**src/hdl/pmrbs_pkg.sv**
```systemverilog
// Overview of operation
// - Host holds decode address with both selects active at least 450 ns.
// - Page undefined after power-up; host issues a decode address before reading (pmrbs_host does not; it reads anyway and only clears page_known).
// - Same data should sit at both decode addresses in both pages.
// - Host waits 800 ns in a page-change cycle, 450 ns otherwise, before sampling.
// - With selects held active, each read cycle lasts at least 840 ns.
package pmrbs_pkg;

  // ---------------------------------------------------------------
  // Geometry
  // ---------------------------------------------------------------
  localparam int ADDR_W      = 12;
  localparam int DATA_W      = 8;
  localparam int PAIR_SEL_W  = 3;
  localparam logic [ADDR_W-1:0] PAIR_BASE = 12'hFF0;

  // ---------------------------------------------------------------
  // Timing
  // ---------------------------------------------------------------
  localparam int CLK_PERIOD_NS  = 50;
  localparam int T_ACCESS_NS    = 450;
  localparam int T_PAGE_ACC_NS  = 800;
  localparam int T_SEL_HOLD_NS  = 450;
  localparam int T_CYCLE_NS     = 840;
  // Least times round up
  localparam int ACCESS_CYC   = (T_ACCESS_NS + CLK_PERIOD_NS - 1) / CLK_PERIOD_NS;
  localparam int PAGE_ACC_CYC = (T_PAGE_ACC_NS + CLK_PERIOD_NS - 1) / CLK_PERIOD_NS;
  localparam int SEL_HOLD_CYC = (T_SEL_HOLD_NS + CLK_PERIOD_NS - 1) / CLK_PERIOD_NS;
  localparam int CYCLE_CYC    = (T_CYCLE_NS + CLK_PERIOD_NS - 1) / CLK_PERIOD_NS;
  localparam int CNT_W        = 6;

  // ---------------------------------------------------------------
  // Carriers
  // ---------------------------------------------------------------
  typedef struct packed {
    logic [ADDR_W-1:0] addr;
    logic              select_a;
    logic              select_b;
  } pmrbs_bus_s;

  typedef struct packed {
    logic [ADDR_W-1:0] addr;
    logic              page_cmd;
    logic              page;
  } pmrbs_req_s;

endpackage : pmrbs_pkg
```
**src/hdl/pmrbs_host.sv**
```systemverilog
`timescale 1ns/1ps
`default_nettype none
module pmrbs_host #(
  parameter logic [2:0] PAIR_SEL   = 3'h0,
  parameter logic       SEL_A_HIGH = 1'b1,
  parameter logic       SEL_B_HIGH = 1'b1
) (
  // Clock and reset
  input  wire  logic                          core_clk,
  input  wire  logic                          rst_n,
  // User request
  input  wire  logic                          req_valid,
  input  wire  pmrbs_pkg::pmrbs_req_s         req,
  output var   logic                          req_ready,
  output var   logic                          rsp_valid,
  output var   logic [pmrbs_pkg::DATA_W-1:0]  rsp_data,
  output var   logic                          page_known,
  output var   logic                          page_now,
  // ROM pins
  output var   pmrbs_pkg::pmrbs_bus_s         rom_bus,
  input  wire  logic [pmrbs_pkg::DATA_W-1:0]  byte_out_lines
);
  import pmrbs_pkg::*;


  // ---------------------------------------------------------------
  // Types and cycle counts
  // ---------------------------------------------------------------
  typedef enum {ST_IDLE, ST_WAIT, ST_SAMPLE, ST_GAP} pmrbs_state_e;

  // Two synchroniser flops sit between the pins and the sample
  localparam int SYNC_CYC = 2;
  // Flop update needs the select hold, the data needs the long access
  localparam int PAGE_HOLD_CYC = (PAGE_ACC_CYC > SEL_HOLD_CYC) ?
                                 PAGE_ACC_CYC : SEL_HOLD_CYC;
  localparam logic [CNT_W-1:0] READ_WAIT =
    CNT_W'(ACCESS_CYC + SYNC_CYC);
  localparam logic [CNT_W-1:0] PAGE_WAIT =
    CNT_W'(PAGE_HOLD_CYC + SYNC_CYC);
  localparam logic [CNT_W-1:0] CYCLE_END = CNT_W'(CYCLE_CYC);

  // ---------------------------------------------------------------
  // Decode pair
  // ---------------------------------------------------------------
  // Even member of the pair picks page 0, the odd one page 1
  localparam logic [ADDR_W-1:0] PAGE0_ADDR =
    PAIR_BASE | {{(ADDR_W-PAIR_SEL_W-1){1'b0}}, PAIR_SEL, 1'b0};
  localparam logic [ADDR_W-1:0] PAGE1_ADDR = PAGE0_ADDR | 12'h001;

  // ---------------------------------------------------------------
  // Storage
  // ---------------------------------------------------------------
  pmrbs_state_e            state_q;
  pmrbs_state_e            state_d;
  logic [CNT_W-1:0]        cnt_q;
  logic [CNT_W-1:0]        wait_q;
  logic                    switch_q;
  logic                    target_q;
  logic [DATA_W-1:0]       sync1_q;
  logic [DATA_W-1:0]       sync2_q;
  logic [ADDR_W-1:0]       bus_addr_d;
  logic                    take;
  logic                    wait_done;
  logic                    gap_done;
  logic                    in_idle;
  logic                    in_sample;

  // ---------------------------------------------------------------
  // Pin synchroniser
  // ---------------------------------------------------------------
  // Pins are async to us, so the data is double-registered
  always_ff @(posedge core_clk) begin
    sync1_q <= byte_out_lines;
    sync2_q <= sync1_q;
  end

  // ---------------------------------------------------------------
  // Handshake and timer decode
  // ---------------------------------------------------------------
  assign in_idle   = (state_q == ST_IDLE);
  assign in_sample = (state_q == ST_SAMPLE);
  assign take      = req_valid && req_ready && in_idle;
  assign wait_done = (cnt_q + 1'b1) >= wait_q;
  assign gap_done  = (cnt_q + 1'b1) >= CYCLE_END;

  // ---------------------------------------------------------------
  // Sequencer
  // ---------------------------------------------------------------
  always_comb begin
    state_d = state_q;
    case (state_q)
      ST_IDLE: begin
        if (take) begin
          state_d = ST_WAIT;
        end
      end
      ST_WAIT: begin
        // Covers the 450 ns select hold and the access time
        if (wait_done) begin
          state_d = ST_SAMPLE;
        end
      end
      ST_SAMPLE: begin
        state_d = ST_GAP;
      end
      ST_GAP: begin
        // Cycle stretched to its minimum length before the next take
        if (gap_done) begin
          state_d = ST_IDLE;
        end
      end
      default: begin
        state_d = ST_IDLE;
      end
    endcase
  end

  always_ff @(posedge core_clk) begin
    if (!rst_n) begin
      state_q <= ST_IDLE;
    end else begin
      state_q <= state_d;
    end
  end

  // ---------------------------------------------------------------
  // Cycle timer
  // ---------------------------------------------------------------
  // Zero in idle, so each take counts from its own address change
  always_ff @(posedge core_clk) begin
    if (!rst_n) begin
      cnt_q <= '0;
    end else if (in_idle) begin
      cnt_q <= '0;
    end else begin
      cnt_q <= cnt_q + 1'b1;
    end
  end

  // Wait length is latched at the take; the page change waits longer
  always_ff @(posedge core_clk) begin
    if (!rst_n) begin
      wait_q <= '0;
    end else if (take) begin
      wait_q <= req.page_cmd ? PAGE_WAIT : READ_WAIT;
    end
  end

  // ---------------------------------------------------------------
  // Request capture
  // ---------------------------------------------------------------
  always_ff @(posedge core_clk) begin
    if (!rst_n) begin
      switch_q <= 1'b0;
      target_q <= 1'b0;
    end else if (take) begin
      switch_q <= req.page_cmd;
      target_q <= req.page;
    end
  end

  // Ready falls on the take edge, so a held request is taken only once
  always_ff @(posedge core_clk) begin
    if (!rst_n) begin
      req_ready <= 1'b0;
    end else begin
      req_ready <= in_idle && !take;
    end
  end

  // ---------------------------------------------------------------
  // Pin drive
  // ---------------------------------------------------------------
  always_comb begin
    bus_addr_d = req.addr;
    if (req.page_cmd) begin
      // Decode address of the wanted page stands in for the user address
      bus_addr_d = req.page ? PAGE1_ADDR : PAGE0_ADDR;
    end
  end

  // Selects stay active after first use; only the address marks a cycle
  always_ff @(posedge core_clk) begin
    if (!rst_n) begin
      rom_bus.addr     <= '0;
      rom_bus.select_a <= ~SEL_A_HIGH;
      rom_bus.select_b <= ~SEL_B_HIGH;
    end else if (take) begin
      rom_bus.addr     <= bus_addr_d;
      rom_bus.select_a <= SEL_A_HIGH;
      rom_bus.select_b <= SEL_B_HIGH;
    end
  end

  // ---------------------------------------------------------------
  // Response
  // ---------------------------------------------------------------
  always_ff @(posedge core_clk) begin
    if (!rst_n) begin
      rsp_valid <= 1'b0;
    end else begin
      rsp_valid <= in_sample;
    end
  end

  // Held after the pulse; a page command returns the decode word,
  // which is only meaningful if it is alike in both pages
  always_ff @(posedge core_clk) begin
    if (!rst_n) begin
      rsp_data <= '0;
    end else if (in_sample) begin
      rsp_data <= sync2_q;
    end
  end

  // ---------------------------------------------------------------
  // Page tracking
  // ---------------------------------------------------------------
  // The part itself powers up in either page, so nothing is assumed
  always_ff @(posedge core_clk) begin
    if (!rst_n) begin
      page_known <= 1'b0;
    end else if (in_sample && switch_q) begin
      page_known <= 1'b1;
    end
  end

  always_ff @(posedge core_clk) begin
    if (!rst_n) begin
      page_now <= 1'b0;
    end else if (in_sample && switch_q) begin
      page_now <= target_q;
    end
  end

endmodule : pmrbs_host
`default_nettype wire

```
**config.mk**
```make
export PLATFORM = sky130hd
export DESIGN_NAME = pmrbs_host
export DESIGN_NICKNAME = d
export VERILOG_FILES = /design/src/hdl/pmrbs_pkg.sv /design/src/hdl/pmrbs_host.sv
export SDC_FILE = /design/constraint.sdc
export NUM_CORES = 1
export LEC_CHECK = 0
export BUFFER_PORTS_ARGS = -buffer_cell sky130_fd_sc_hd__buf_2
export CAP_MARGIN = 15
export CORE_AREA = 5 5 65 67
export CTS_BUF_LIST = sky130_fd_sc_hd__clkbuf_16
export CTS_CLUSTER_DIAMETER = 60
export DETAILED_ROUTE_END_ITERATION = 7
export DIE_AREA = 0 0 70 72
export PLACE_DENSITY = 0.79
export SYNTH_ARGS = -nofsm -noshare
export SYNTH_HDL_FRONTEND = slang
export SYNTH_SLANG_ARGS = --single-unit
```
**constraint.sdc**
```tcl
create_clock -name core_clk -period 3.1 [get_ports core_clk]
set_input_delay 0.62 -clock core_clk [delete_from_list [all_inputs] [get_ports core_clk]]
set_output_delay 0.62 -clock core_clk [all_outputs]
set_load 0.02 [all_outputs]
```
==> Word level (Yosys, flattened, before mapping) <==
Index checks and enable logic that the tools add are counted.
{ "op_classes": {"addsub": 1, "magnitude_cmp": 2, "n_eq_ne": 7, "n_mux": 7, "bitwise_logic": 1, "reduce_logical": 9} }
{ "ops": {"columns": ["op", "n"], "rows": [
  ["32-bit one-hot mux with 4 select lines", 1],
  ["32-bit two-way mux", 3],
  ["32-bit by 2-bit == test with 1-bit output (second input constant)", 2],
  ["32-bit logical NOT", 2],
  ["32-bit by 1-bit == test with 1-bit output (second input constant)", 1],
  ["32-bit by 3-bit == test with 1-bit output (second input constant)", 1],
  ["12-bit two-way mux", 1],
  ["6-bit by 1-bit adder with 6-bit output (second input constant)", 1],
  ["6-bit by 5-bit >= comparator with 1-bit output (second input constant)", 1],
  ["6-bit >= comparator", 1],
  ["2-bit inequality test (second input constant)", 3],
  ["5-bit two-way mux", 1],
  ["1-bit logical AND", 4],
  ["3-bit AND reduction", 1],
  ["2-bit OR reduction", 1],
  ["1-bit logical NOT", 1],
  ["1-bit two-way mux", 1],
  ["1-bit NOT", 1]
]} }
{ "totals": {"reg_bits": 87, "in_bits": 25, "output_inout_bits": 26, "word_cells": 41} }

==> Depth between registers and ports, before layout <==
Gate-level depths: netlist of the first run.
{ "depth": {"depth_word": 4, "mapped_depth": 8, "depth_no_buf": 8} }

==> Worst setup path after synthesis of the first run <==
Ideal clock, no wire load.
{ "synth_path": {"path_type": "register to register", "startpoint": "register cnt_q[0]", "endpoint": "register state_q[0]", "setup_ns": 0.072, "arrival_ns": 2.046, "required_time_ns": 3.028, "setup_slack_ns": 0.982, "stages_incl_launch_ff": 9, "n_path_buf": 0, "synth_period_minus_slack_ns": 2.118, "cell_sequence": "dfxtp_1 -> inv_1 -> ha_1 -> ha_1 -> a211oi_1 -> maj3_2 -> o2111a_1 -> a311oi_2 -> mux2i_1"} }
{ "synth_via": {"elab_chain_cells": 4, "elab_cells_between_ends": 6, "cone_classes": "1 x add/sub; 2 x order compare; 2 x eq/ne; 1 x reduce/logical"} }
{ "synth_rtl": {"columns": ["element", "line", "source"], "rows": [
  ["start: declaration", "pmrbs_host.sv:55", "logic [CNT_W-1:0] cnt_q;"],
  ["start signal: assignment", "pmrbs_host.sv:136", "cnt_q <= cnt_q + 1'b1;"],
  ["6-bit by 1-bit adder with 6-bit output *", "pmrbs_host.sv:83, pmrbs_host.sv:84", null],
  ["6-bit by 5-bit >= comparator with 1-bit output / 6-bit >= comparator (equally long branches)", "pmrbs_host.sv:84, pmrbs_host.sv:83", null],
  ["2-bit inequality test (no source line)", null, null],
  ["3-bit AND reduction (no source line) *", null, null],
  ["end signal: assignment", "pmrbs_host.sv:122", "state_q <= state_d;"],
  ["end: declaration", "pmrbs_host.sv:53", "pmrbs_state_e state_q;"]
]} }
Every way passes the cells marked *; elsewhere a longest branch is shown, timed or not.
A chain may end at the register's enable or synchronous reset.

==> Final worst setup path of the first run <==
{ "layout_path": {"startpoint": "register cnt_q[0]", "endpoint": "register state_q[1]"} }
The elaborated chain is that of the path after synthesis.

==> results.yml, run 1 <==
grt:
  grt_max_degree: 34
  antenna_found_initial: 0
  gr-usage-all-layers: 0.148
  grt_pass1_wl_um: 5930
  overflow: 0
  grt_pass1_vias: 1371
cts:
  cts_setup_buffers: 0
  ctsLongestPathBuffers: 2
  clock_latency_ns: 0.29
  cts_tree: "done"
  cts.sinks: 52
  cts-root-buf: "clkbuf_16"
  htreeDepth: 2
  clk_pin_slew_ns: 0.06
  postCtsHoldBufs: 0
  numCtsBuffers: 5
  post_cts_resized: 0
logic_synthesis:
  yosysTopAreaCell: "dfxtp_1"
  ys_ff_latch: 52
  synthesis.nets: 220
  synth_top_area_share: 0.549
  synthesis.area_mm2: 0.00190
  syn_area_per_cell_um2: 10.2
  synth.distinct_cells: 27
  ys_async_sr_fraction: 0
  synthTopCellsByArea: "dfxtp_1, ha_1, mux2i_1"
  ys_warn_count: 0
  synth_seq_area_share: 0.549
  synth_edf_count: 0
  ys.flop_type: "dfxtp_1"
  postSynthCellCount: 186
critical_path:
  cp-start-kind: "register"
  rrSetupSlack_ns: 0.82
  arrival_ns: 2.50
  crit_required_ns: 3.32
  critPathCaptureType: "register"
  worstSetupPathType: "register to register"
  r2r_end: "state_q[1]$_SDFFE_PN0P_"
  reg2reg_depth: 8
  cp_max_fo: 6
  r2r_start: "cnt_q[0]$_SDFF_PP0_"
sta:
  setup_tns_ns: 0
  final-hold-violation-count: 0
  setup-violations-final: 0
  min_period_ns: 2.28
  worstMarginPinSlew_ns: 0.661
  max_freq_ghz: 0.439
  fin_crit_sh: 0.735
  maxSlewViolCount: 0
  clock_skew_ns: 0.00356
  rsz0062_at_grt: "false"
  relSlewSlack: 0.559
floorplanning:
  start_util: 0.530
  core-area_mm2: 0.00358
  die_w_um: 70
  rows: 22
  io-pin-count: 51
  die_y_um: 72
  dieArea_mm2: 0.00504
pwr:
  ir_worst_vdd_v: 0.000510
  p_leak_nw: 1.01
  power.density_mw_per_mm2: 763
route:
  wl_met3_um: 186
  finalWirelength_um: 3390
  drc: 0
  first_pass_iters: 2
  wl_per_cell_um: 12.1
  dr_wl_met2_um: 1720
  routed.top_layer: "met4"
  met1_length_um: 1420
  num_vias: 1355
  drt_iter0_markers: 43
  via_per_inst: 4.82
  ant_nets: 0
cells_and_area:
  final_cell_mix: "dfxtp_1, buf_2, nand2_1, nor2_1"
  num_antenna_cells: 0
  layout.cells.most_common: "dfxtp_1"
  final_area_mm2: 0.00230
  nets: 266
  drive_above_1_share: 0.253
  area_growth_pct: 21.5
  nFillCells: 312
  multi_input_area_um2: 772
  ff_latch_area_mm2: 0.00104
job:
  maxCapViolations: 0
place:
  dp_hpwl_um: 2430
  port_buffers: 50
  place_congestion: 0.683
  place_area_mm2: 0.00216
min_path:
  hold-path-cell-count: 0
  hold_start: "sync1_q[1]$_DFF_P_"
  worstHoldEndpoint: "sync2_q[1]$_DFF_P_"
  hold_class: "register to register"
status:
  status: "complete, no violations"
through the flow:
step	total power, W	std cells	setup slack [ns]	hold slack, ns	util
global placement	0.00124	273	0.921	0.310	0.603
floorplan	0.00114	186	0.982	0.310	-
CTS	0.00178	281	0.811	0.328	0.643
finish	0.00176	281	0.821	0.328	0.643
detailed placement	0.00125	273	0.854	0.314	0.603
global route	0.00187	281	0.661	0.332	0.643
routing by layer:
metal  up-vias  track usage
met5         -            0
met4         0       0.0766
met3         8       0.0443
met2        23        0.258
met1       630        0.165
li1        694            -
synthesized netlist by cell type (all sizes together), types with 4 or more instances:
cell	n
a21boi	8
clkbuf	9
dfxtp	52
ha	9
inv	9
mux2i	11
nand2	18
nand3	4
nor2	15
nor2b	11
nor3	8
nor3b	8
cell type report:
| class | count | share of cell area |
|---|---|---|
| clock buffers | 5 | 0.0543 |
| clock inverters | 3 | 0.00870 |
| inverters | 9 | 0.0147 |
| multi-input cells | 114 | 0.335 |
| flip-flops and latches | 52 | 0.452 |
| well taps | 48 | 0.0261 |
| repair buffers | 50 | 0.109 |
report_power, final:
group | switching [W] | leakage (nW) | internal (W)
Combinational | 0.000251 | 0.506 | 0.000180
Sequential | 0.0000496 | 0.428 | 0.000753
Clock | 0.000226 | 0.0712 | 0.000297
cells by family after synthesis:
family | share of synthesized area
AND/OR/NAND/NOR | 0.197
multiplexers | 0.0581
adder cells (fa/ha/maj) | 0.0653
buffers and inverters | 0.0436
XOR/XNOR | 0.0231
AO/OA/AOI/OAI | 0.0640
flip-flops | 0.549
worst max path at each step:
stage | startpoint | to | slack, ns | cells past startpoint
6_report | cnt_q[0]$_SDFF_PP0_ | state_q[1]$_SDFFE_PN0P_ | 0.82 | 8
5_1_grt | cnt_q[0]$_SDFF_PP0_ | state_q[1]$_SDFFE_PN0P_ | 0.66 | 8
4_1_cts | cnt_q[0]$_SDFF_PP0_ | state_q[1]$_SDFFE_PN0P_ | 0.81 | 8
3_5_place_dp | cnt_q[0]$_SDFF_PP0_ | state_q[1]$_SDFFE_PN0P_ | 0.85 | 8
3_3_place_gp | cnt_q[0]$_SDFF_PP0_ | state_q[0]$_SDFFE_PN0P_ | 0.92 | 8
2_1_floorplan | cnt_q[0]$_SDFF_PP0_ | state_q[0]$_SDFFE_PN0P_ | 0.98 | 8
registers in the layout, indices dropped and copies added (netlist names):
signal	flops
target_q	1
req_ready	1
wait_q	3
cnt_q	6
page_now	1
rsp_data	8
sync2_q	8
sync1_q	8
rsp_valid	1
rom_bus	12
page_known	1
state_q	2
worst max-delay path, cell delays in order, from the launching register on:
cell      delay (ns)
dfxtp_1         0.42
inv_1           0.07
ha_1            0.31
ha_1            0.28
a211oi_1        0.07
maj3_2          0.31
o2111a_1        0.23
a311oi_2        0.30
mux2i_1         0.22
Power figures use the tool's default switching activity.
==> run 2: changes to the inputs <==
--- a/config.mk
+++ b/config.mk
@@ -7,12 +7,12 @@
 export LEC_CHECK = 0
 export BUFFER_PORTS_ARGS = -buffer_cell sky130_fd_sc_hd__buf_2
 export CAP_MARGIN = 15
-export CORE_AREA = 5 5 65 67
+export CORE_AREA = 5 5 67 69
 export CTS_BUF_LIST = sky130_fd_sc_hd__clkbuf_16
 export CTS_CLUSTER_DIAMETER = 60
 export DETAILED_ROUTE_END_ITERATION = 7
-export DIE_AREA = 0 0 70 72
-export PLACE_DENSITY = 0.79
+export DIE_AREA = 0 0 72 74
+export PLACE_DENSITY = 0.75
 export SYNTH_ARGS = -nofsm -noshare
 export SYNTH_HDL_FRONTEND = slang
 export SYNTH_SLANG_ARGS = --single-unit
==> constraint.sdc (replaced) <==
create_clock -name core_clk -period 2.2 [get_ports core_clk]
set_input_delay 0.44 -clock core_clk [delete_from_list [all_inputs] [get_ports core_clk]]
set_output_delay 0.44 -clock core_clk [all_outputs]
set_load 0.02 [all_outputs]
==> run 2 against run 1 <==
  * Total power rose by 50%
  * Count of clock-buffer cells in the layout unchanged
  * Wire length is 4.7% higher
  * Cell count up 2.1%
  * Fmax increased by 6.5%
  * Utilization shrank 2.0 points
  * Non-clock buffer count is 4 higher
  * Hold slack worse by 0.079 ns
  * Register-to-register slack worse by 0.76 ns
  * Worst setup slack got worse by 0.76 ns
  * Sequential share of layout area down 1.8 points
  * Global-route usage shrank 0.98 points
  * Critical path type unchanged
  * Largest cell class unchanged
==> results.yml, run 2 (same netlist as run 1, synthesis figures left out) <==
sta:
  setup_ws_ns: 0.0603
  min_period_ns: 2.14
  worst_hold_slack_ns: 0.249
  fin_crit_sh: 0.973
  maxSlewViolCount: 0
  setup_tns_ns: 0
  max_freq_ghz: 0.467
  final-hold-violation-count: 0
  setup-violations-final: 0
  relSlewSlack: 0.572
  clock_skew_ns: 0.00507
  worstMarginPinSlew_ns: 0.643
cells_and_area:
  drive_above_1_share: 0.300
  regMostFlops: "rom_bus"
  largest_reg_flops: 12
  num_antenna_cells: 0
  nFillCells: 342
  area_growth_pct: 26.9
  final_cell_mix: "dfxtp_1, buf_2, nand2_1, nor2_1"
  nets: 270
  fin_util: 0.624
place:
  place_ws_ns: 0.0245
  port_buffers: 50
  place_congestion: 0.890
  dp_hpwl_um: 2410
route:
  met1_length_um: 1600
  wl_per_cell_um: 12.4
  finalWirelength_um: 3550
  ant_nets: 0
  first_pass_iters: 4
  wl_met3_um: 194
  dr_wl_met2_um: 1710
  num_vias: 1366
  drc: 0
  routed.top_layer: "met4"
  via_per_inst: 4.76
  drt_iter0_markers: 55
cts:
  clk_pin_slew_ns: 0.07
  numCtsBuffers: 5
  ctsLongestPathBuffers: 2
  clock_latency_ns: 0.29
  cts.sinks: 52
  postCtsHoldBufs: 0
  htreeDepth: 2
  cts_tree: "done"
  cts-root-buf: "clkbuf_16"
pwr:
  ir_worst_vdd_v: 0.000813
  p_leak_nw: 1.05
  power.density_mw_per_mm2: 1100
grt:
  grt_pass1_vias: 1307
  overflow: 0
  grt_max_degree: 34
  gr-usage-all-layers: 0.139
  grt_pass1_wl_um: 5680
  antenna_found_initial: 0
floorplanning:
  die_y_um: 74
  io-pin-count: 51
  dieArea_mm2: 0.00533
  core-area_mm2: 0.00386
  start_util: 0.492
  rows: 23
  die_w_um: 72
critical_path:
  critPathCaptureType: "register"
  cpMaxStageDelayCell: "a311oi_2"
  cp_max_fo: 3
  cpPeakStageDelay_ns: 0.34
  arrival_ns: 2.36
  worstSetupPathType: "register to register"
  cp-start-kind: "register"
  crit_required_ns: 2.42
  path_cells: "inv_1 > ha_4 > ha_1 > a211oi_1 > maj3_2 > o2111a_1 > a311oi_2 > mux2i_1"
  reg2reg_depth: 8
min_path:
  hold-path-cell-count: 1
  hold_class: "primary input to register"
status:
  status: "complete, no violations"
job:
  maxCapViolations: 0
-- run 2: cell types whose count changed in the layout (fill, tap and decap cells not counted), moves of 2 or more --
cell,delta
buf_4,+4
dfxtp_1,-2
dfxtp_2,+2
ha_1,-2
ha_4,+2
-- run 2: layout make-up --
class                   count  area [µm²]  area share
flip-flops and latches     52        1040       0.434
multi-input cells         114         817       0.340
well taps                  50        62.6      0.0260
clock inverters             3        42.5      0.0177
inverters                   9        33.8      0.0140
clock buffers               5         125      0.0520
repair buffers             54         280       0.117
-- run 2: critical path, delay by kind of cell (launching register included) --
family	cells	cell delay, ns
buffers and inverters	1	0.10
flip-flops	1	0.32
adder cells (fa/ha/maj)	3	0.78
multiplexers	1	0.21
AO/OA/AOI/OAI	3	0.65
-- run 2: metrics by stage --
stage,total power (W),cells,area [µm²]
final,0.00264,287,2400
after global routing,0.00279,287,2400
after detailed placement,0.00178,277,2170
after global placement,0.00177,277,2170
after floorplan,0.00160,186,1900
after CTS,0.00265,285,2340
-- run 2: what timing repair did --
item / CTS / global route
hold endpoints to repair: 0 / 0
gates resized for setup: 0 / 9
setup buffers: 0 / 2
endpoints found under the setup margin: 0 / 2
-- run 2: power by group --
group	internal (W)	switching (W)	total, W	leakage [nW]
Combinational	0.000278	0.000378	0.000657	0.535
Clock	0.000536	0.000323	0.000859	0.0856
Sequential	0.00106	0.0000637	0.00113	0.429
-- run 2: metal layers --
metal,global-route usage,vias to the layer above
li1,-,705
met1,0.159,630
met2,0.229,26
met3,0.0595,5
met4,0.0564,0
met5,0,-
-- run 2: worst paths after layout --
| path | startpoint | end | slack (ns) |
|---|---|---|---|
| worst max-delay path | cnt_q[1]$_SDFF_PP0_ | state_q[0]$_SDFFE_PN0P_ | 0.06 |
| worst min-delay path | byte_out_lines[0] | sync1_q[0]$_DFF_P_ | 0.25 |
| worst max register to register | cnt_q[1]$_SDFF_PP0_ | state_q[0]$_SDFFE_PN0P_ | 0.06 |
| worst min register to register | sync1_q[0]$_DFF_P_ | sync2_q[0]$_DFF_P_ | 0.33 |
==> run 3: changes to the inputs <==
--- a/config.mk
+++ b/config.mk
@@ -5,6 +5,7 @@
 export SDC_FILE = /design/constraint.sdc
 export NUM_CORES = 1
 export LEC_CHECK = 0
+export ABC_AREA = 1
 export BUFFER_PORTS_ARGS = -buffer_cell sky130_fd_sc_hd__buf_2
 export CAP_MARGIN = 15
 export CORE_AREA = 5 5 67 69
@@ -12,7 +13,7 @@
 export CTS_CLUSTER_DIAMETER = 60
 export DETAILED_ROUTE_END_ITERATION = 7
 export DIE_AREA = 0 0 72 74
-export PLACE_DENSITY = 0.75
+export PLACE_DENSITY = 0.73
 export SYNTH_ARGS = -nofsm -noshare
 export SYNTH_HDL_FRONTEND = slang
 export SYNTH_SLANG_ARGS = --single-unit
==> run 3 against run 2 <==
  * Via count rose by 0.59%
  * Worst setup slack better by 0.20 ns
  * Highest routed layer unchanged
  * Cell area is 4.2% lower
  * Count of clock-buffer cells in the layout is the same
  * Fmax grew 10%
  * Non-clock buffer count fell by 3
  * Area after synthesis down 2.8%
  * Cell count up 5.6%
  * Combinational power increased by 24%
  * Die area unchanged
  * Register-to-register slack better by 0.20 ns
  * Flip-flop and latch count is the same
==> results.yml, run 3 <==
status:
  status: "complete, no violations"
logic_synthesis:
  synth_top_area_share: 0.565
  ys_async_sr_fraction: 0
  synthTopCellsByCount: "dfxtp_1, nor2_1, nand2_1"
  postSynthCellCount: 199
  yosys.area_share.adder: 0.0611
  ys.flop_type: "dfxtp_1"
  ys_ff_latch: 52
  synth-compound-area-share: 0.116
  yosysMostFrequentCell: "dfxtp_1"
  synth.distinct_cells: 26
  synthesis.nets: 233
  syn_area_per_cell_um2: 9.26
  yosysTopAreaCell: "dfxtp_1"
  synth_edf_count: 0
  synthTopCellsByArea: "dfxtp_1, nor2_1, nand2_1"
  synth_top_family_by_area: "simple AND/OR/NAND/NOR gates"
  synthMuxAreaShare: 0
  synthesis.area_mm2: 0.00184
  synth-xor-area-share: 0.0136
  synth-simple-area-share: 0.174
  ys_warn_count: 0
  synth_seq_area_share: 0.565
critical_path:
  critPathCaptureType: "register"
  r2r_start: "cnt_q[0]$_SDFF_PP0_"
  cp_max_fo: 6
  crit_required_ns: 2.39
  arrival_ns: 2.13
  worstSetupPathType: "register to register"
  cp-start-kind: "register"
  crit_path_start: "cnt_q[0]$_SDFF_PP0_"
floorplanning:
  io-pin-count: 51
  die_w_um: 72
  dieArea_mm2: 0.00533
  rows: 23
  start_util: 0.478
  die_y_um: 74
  core-area_mm2: 0.00386
route:
  first_pass_iters: 4
  dr_wl_met2_um: 1670
  met1_length_um: 1590
  drt_iter0_markers: 39
  finalWirelength_um: 3480
  num_vias: 1374
  wl_per_cell_um: 11.5
  routed.top_layer: "met4"
  ant_nets: 0
  drc: 0
  via_per_inst: 4.53
  wl_met3_um: 168
sta:
  max_freq_ghz: 0.514
  fin_crit_sh: 0.883
  maxSlewViolCount: 0
  min_period_ns: 1.94
  final-hold-violation-count: 0
  rsz0062_at_grt: "false"
  setup_tns_ns: 0
  worstMarginPinSlew_ns: 0.354
  setup-violations-final: 0
  clock_skew_ns: 0.00255
  relSlewSlack: 0.764
grt:
  grt_pass1_vias: 1368
  grt_pass1_wl_um: 6070
  grt_max_degree: 23
  antenna_found_initial: 0
  overflow: 0
  gr-usage-all-layers: 0.146
job:
  maxCapViolations: 0
cells_and_area:
  nets: 286
  fin_util: 0.598
  layout.cells.most_common: "dfxtp_1"
  largest_reg_flops: 12
  drive_above_1_share: 0.304
  fin_cells: 303
  area_growth_pct: 25.1
  num_antenna_cells: 0
  final_cell_mix: "dfxtp_1, buf_2, nor2_1, nand2_1, inv_1"
  regMostFlops: "rom_bus"
pwr:
  ir_worst_vdd_v: 0.000738
  switchingPower_w: 0.000933
  power.share.clock: 0.301
  pwr-share-comb: 0.284
  sw_frac_of_total: 0.326
  seqPwrFrac: 0.415
  intPower_w: 0.00193
  power.density_mw_per_mm2: 1240
  p_leak_nw: 1.12
place:
  dp.cells: 295
  place_congestion: 0.778
  port_buffers: 50
  dp_hpwl_um: 2550
cts:
  numCtsBuffers: 5
  cts_tree: "done"
  clk_pin_slew_ns: 0.07
  clock_latency_ns: 0.28
  ctsLongestPathBuffers: 2
  cts-root-buf: "clkbuf_16"
  cts.sinks: 52
  htreeDepth: 2
min_path:
  hold_start: "byte_out_lines[7]"
  hold_class: "primary input to register"
[run 3: final timing paths]
kind | to | slack (ns) | cells after the start
hold reg to reg | sync2_q[7]$_DFF_P_ | 0.33 | 0
setup / recovery | state_q[0]$_SDFFE_PN0P_ | 0.26 | 13
setup reg to reg | state_q[0]$_SDFFE_PN0P_ | 0.26 | 13
hold / removal | sync1_q[7]$_DFF_P_ | 0.25 | 1
[run 3: cell type report]
class | instances | area [µm²]
clock buffers | 5 | 125
multi-input cells | 116 | 672
clock inverters | 3 | 42.5
well taps | 50 | 62.6
repair buffers | 51 | 258
fillers | 356 | 1550
flip-flops and latches | 52 | 1040
inverters | 26 | 103
[run 3: metrics by stage]
stage / cell area, µm² / power [W] / worst slack, ns / hold slack, ns
finish: 2300 / 0.00286 / 0.256 / 0.251
global route: 2300 / 0.00305 / 0.0709 / 0.239
CTS: 2300 / 0.00289 / 0.189 / 0.245
detailed placement: 2140 / 0.00201 / 0.294 / 0.313
global placement: 2140 / 0.00200 / 0.383 / 0.310
floorplan: 1840 / 0.00179 / 0.451 / 0.310
[run 3: what timing repair did]
action	in CTS	in global routing
endpoints found under the setup margin	0	1
hold buffers	0	0
gates resized for setup	0	1
buffers inserted	0	0
[run 3: cell families (layout without fill, tap and decap cells)]
family                   after synthesis  in the layout
AND/OR/NAND/NOR                       74             74
flip-flops                            52             52
AO/OA/AOI/OAI                         31             31
buffers and inverters                 31             85
adder cells (fa/ha/maj)                9              9
XOR/XNOR                               2              2
[run 3: routing by layer]
| layer | up-vias | global-route usage |
|---|---|---|
| met5 | - | 0 |
| met4 | 0 | 0.0564 |
| met3 | 5 | 0.0419 |
| met2 | 31 | 0.238 |
| met1 | 600 | 0.183 |
| li1 | 738 | - |
[run 3: critical path, stage by stage, from the launching register on]
cell      delay, ns
dfxtp_2        0.38
inv_1          0.05
ha_1           0.30
ha_1           0.29
a21boi_0       0.25
nor2_1         0.08
nand2_1        0.07
nand2_1        0.05
nand2_1        0.05
nand2_1        0.04
nand2_1        0.06
nand2_2        0.07
nor2_1         0.11
nor2_1         0.05
[run 3: power by group through the flow]
stage	Sequential, W	Clock [W]	Combinational (W)
after floorplan	0.00131	0	0.000478
final	0.00119	0.000862	0.000812
after detailed placement	0.00120	0	0.000812
after global placement	0.00120	0	0.000803
after global routing	0.00120	0.000917	0.000927
after CTS	0.00118	0.000878	0.000824
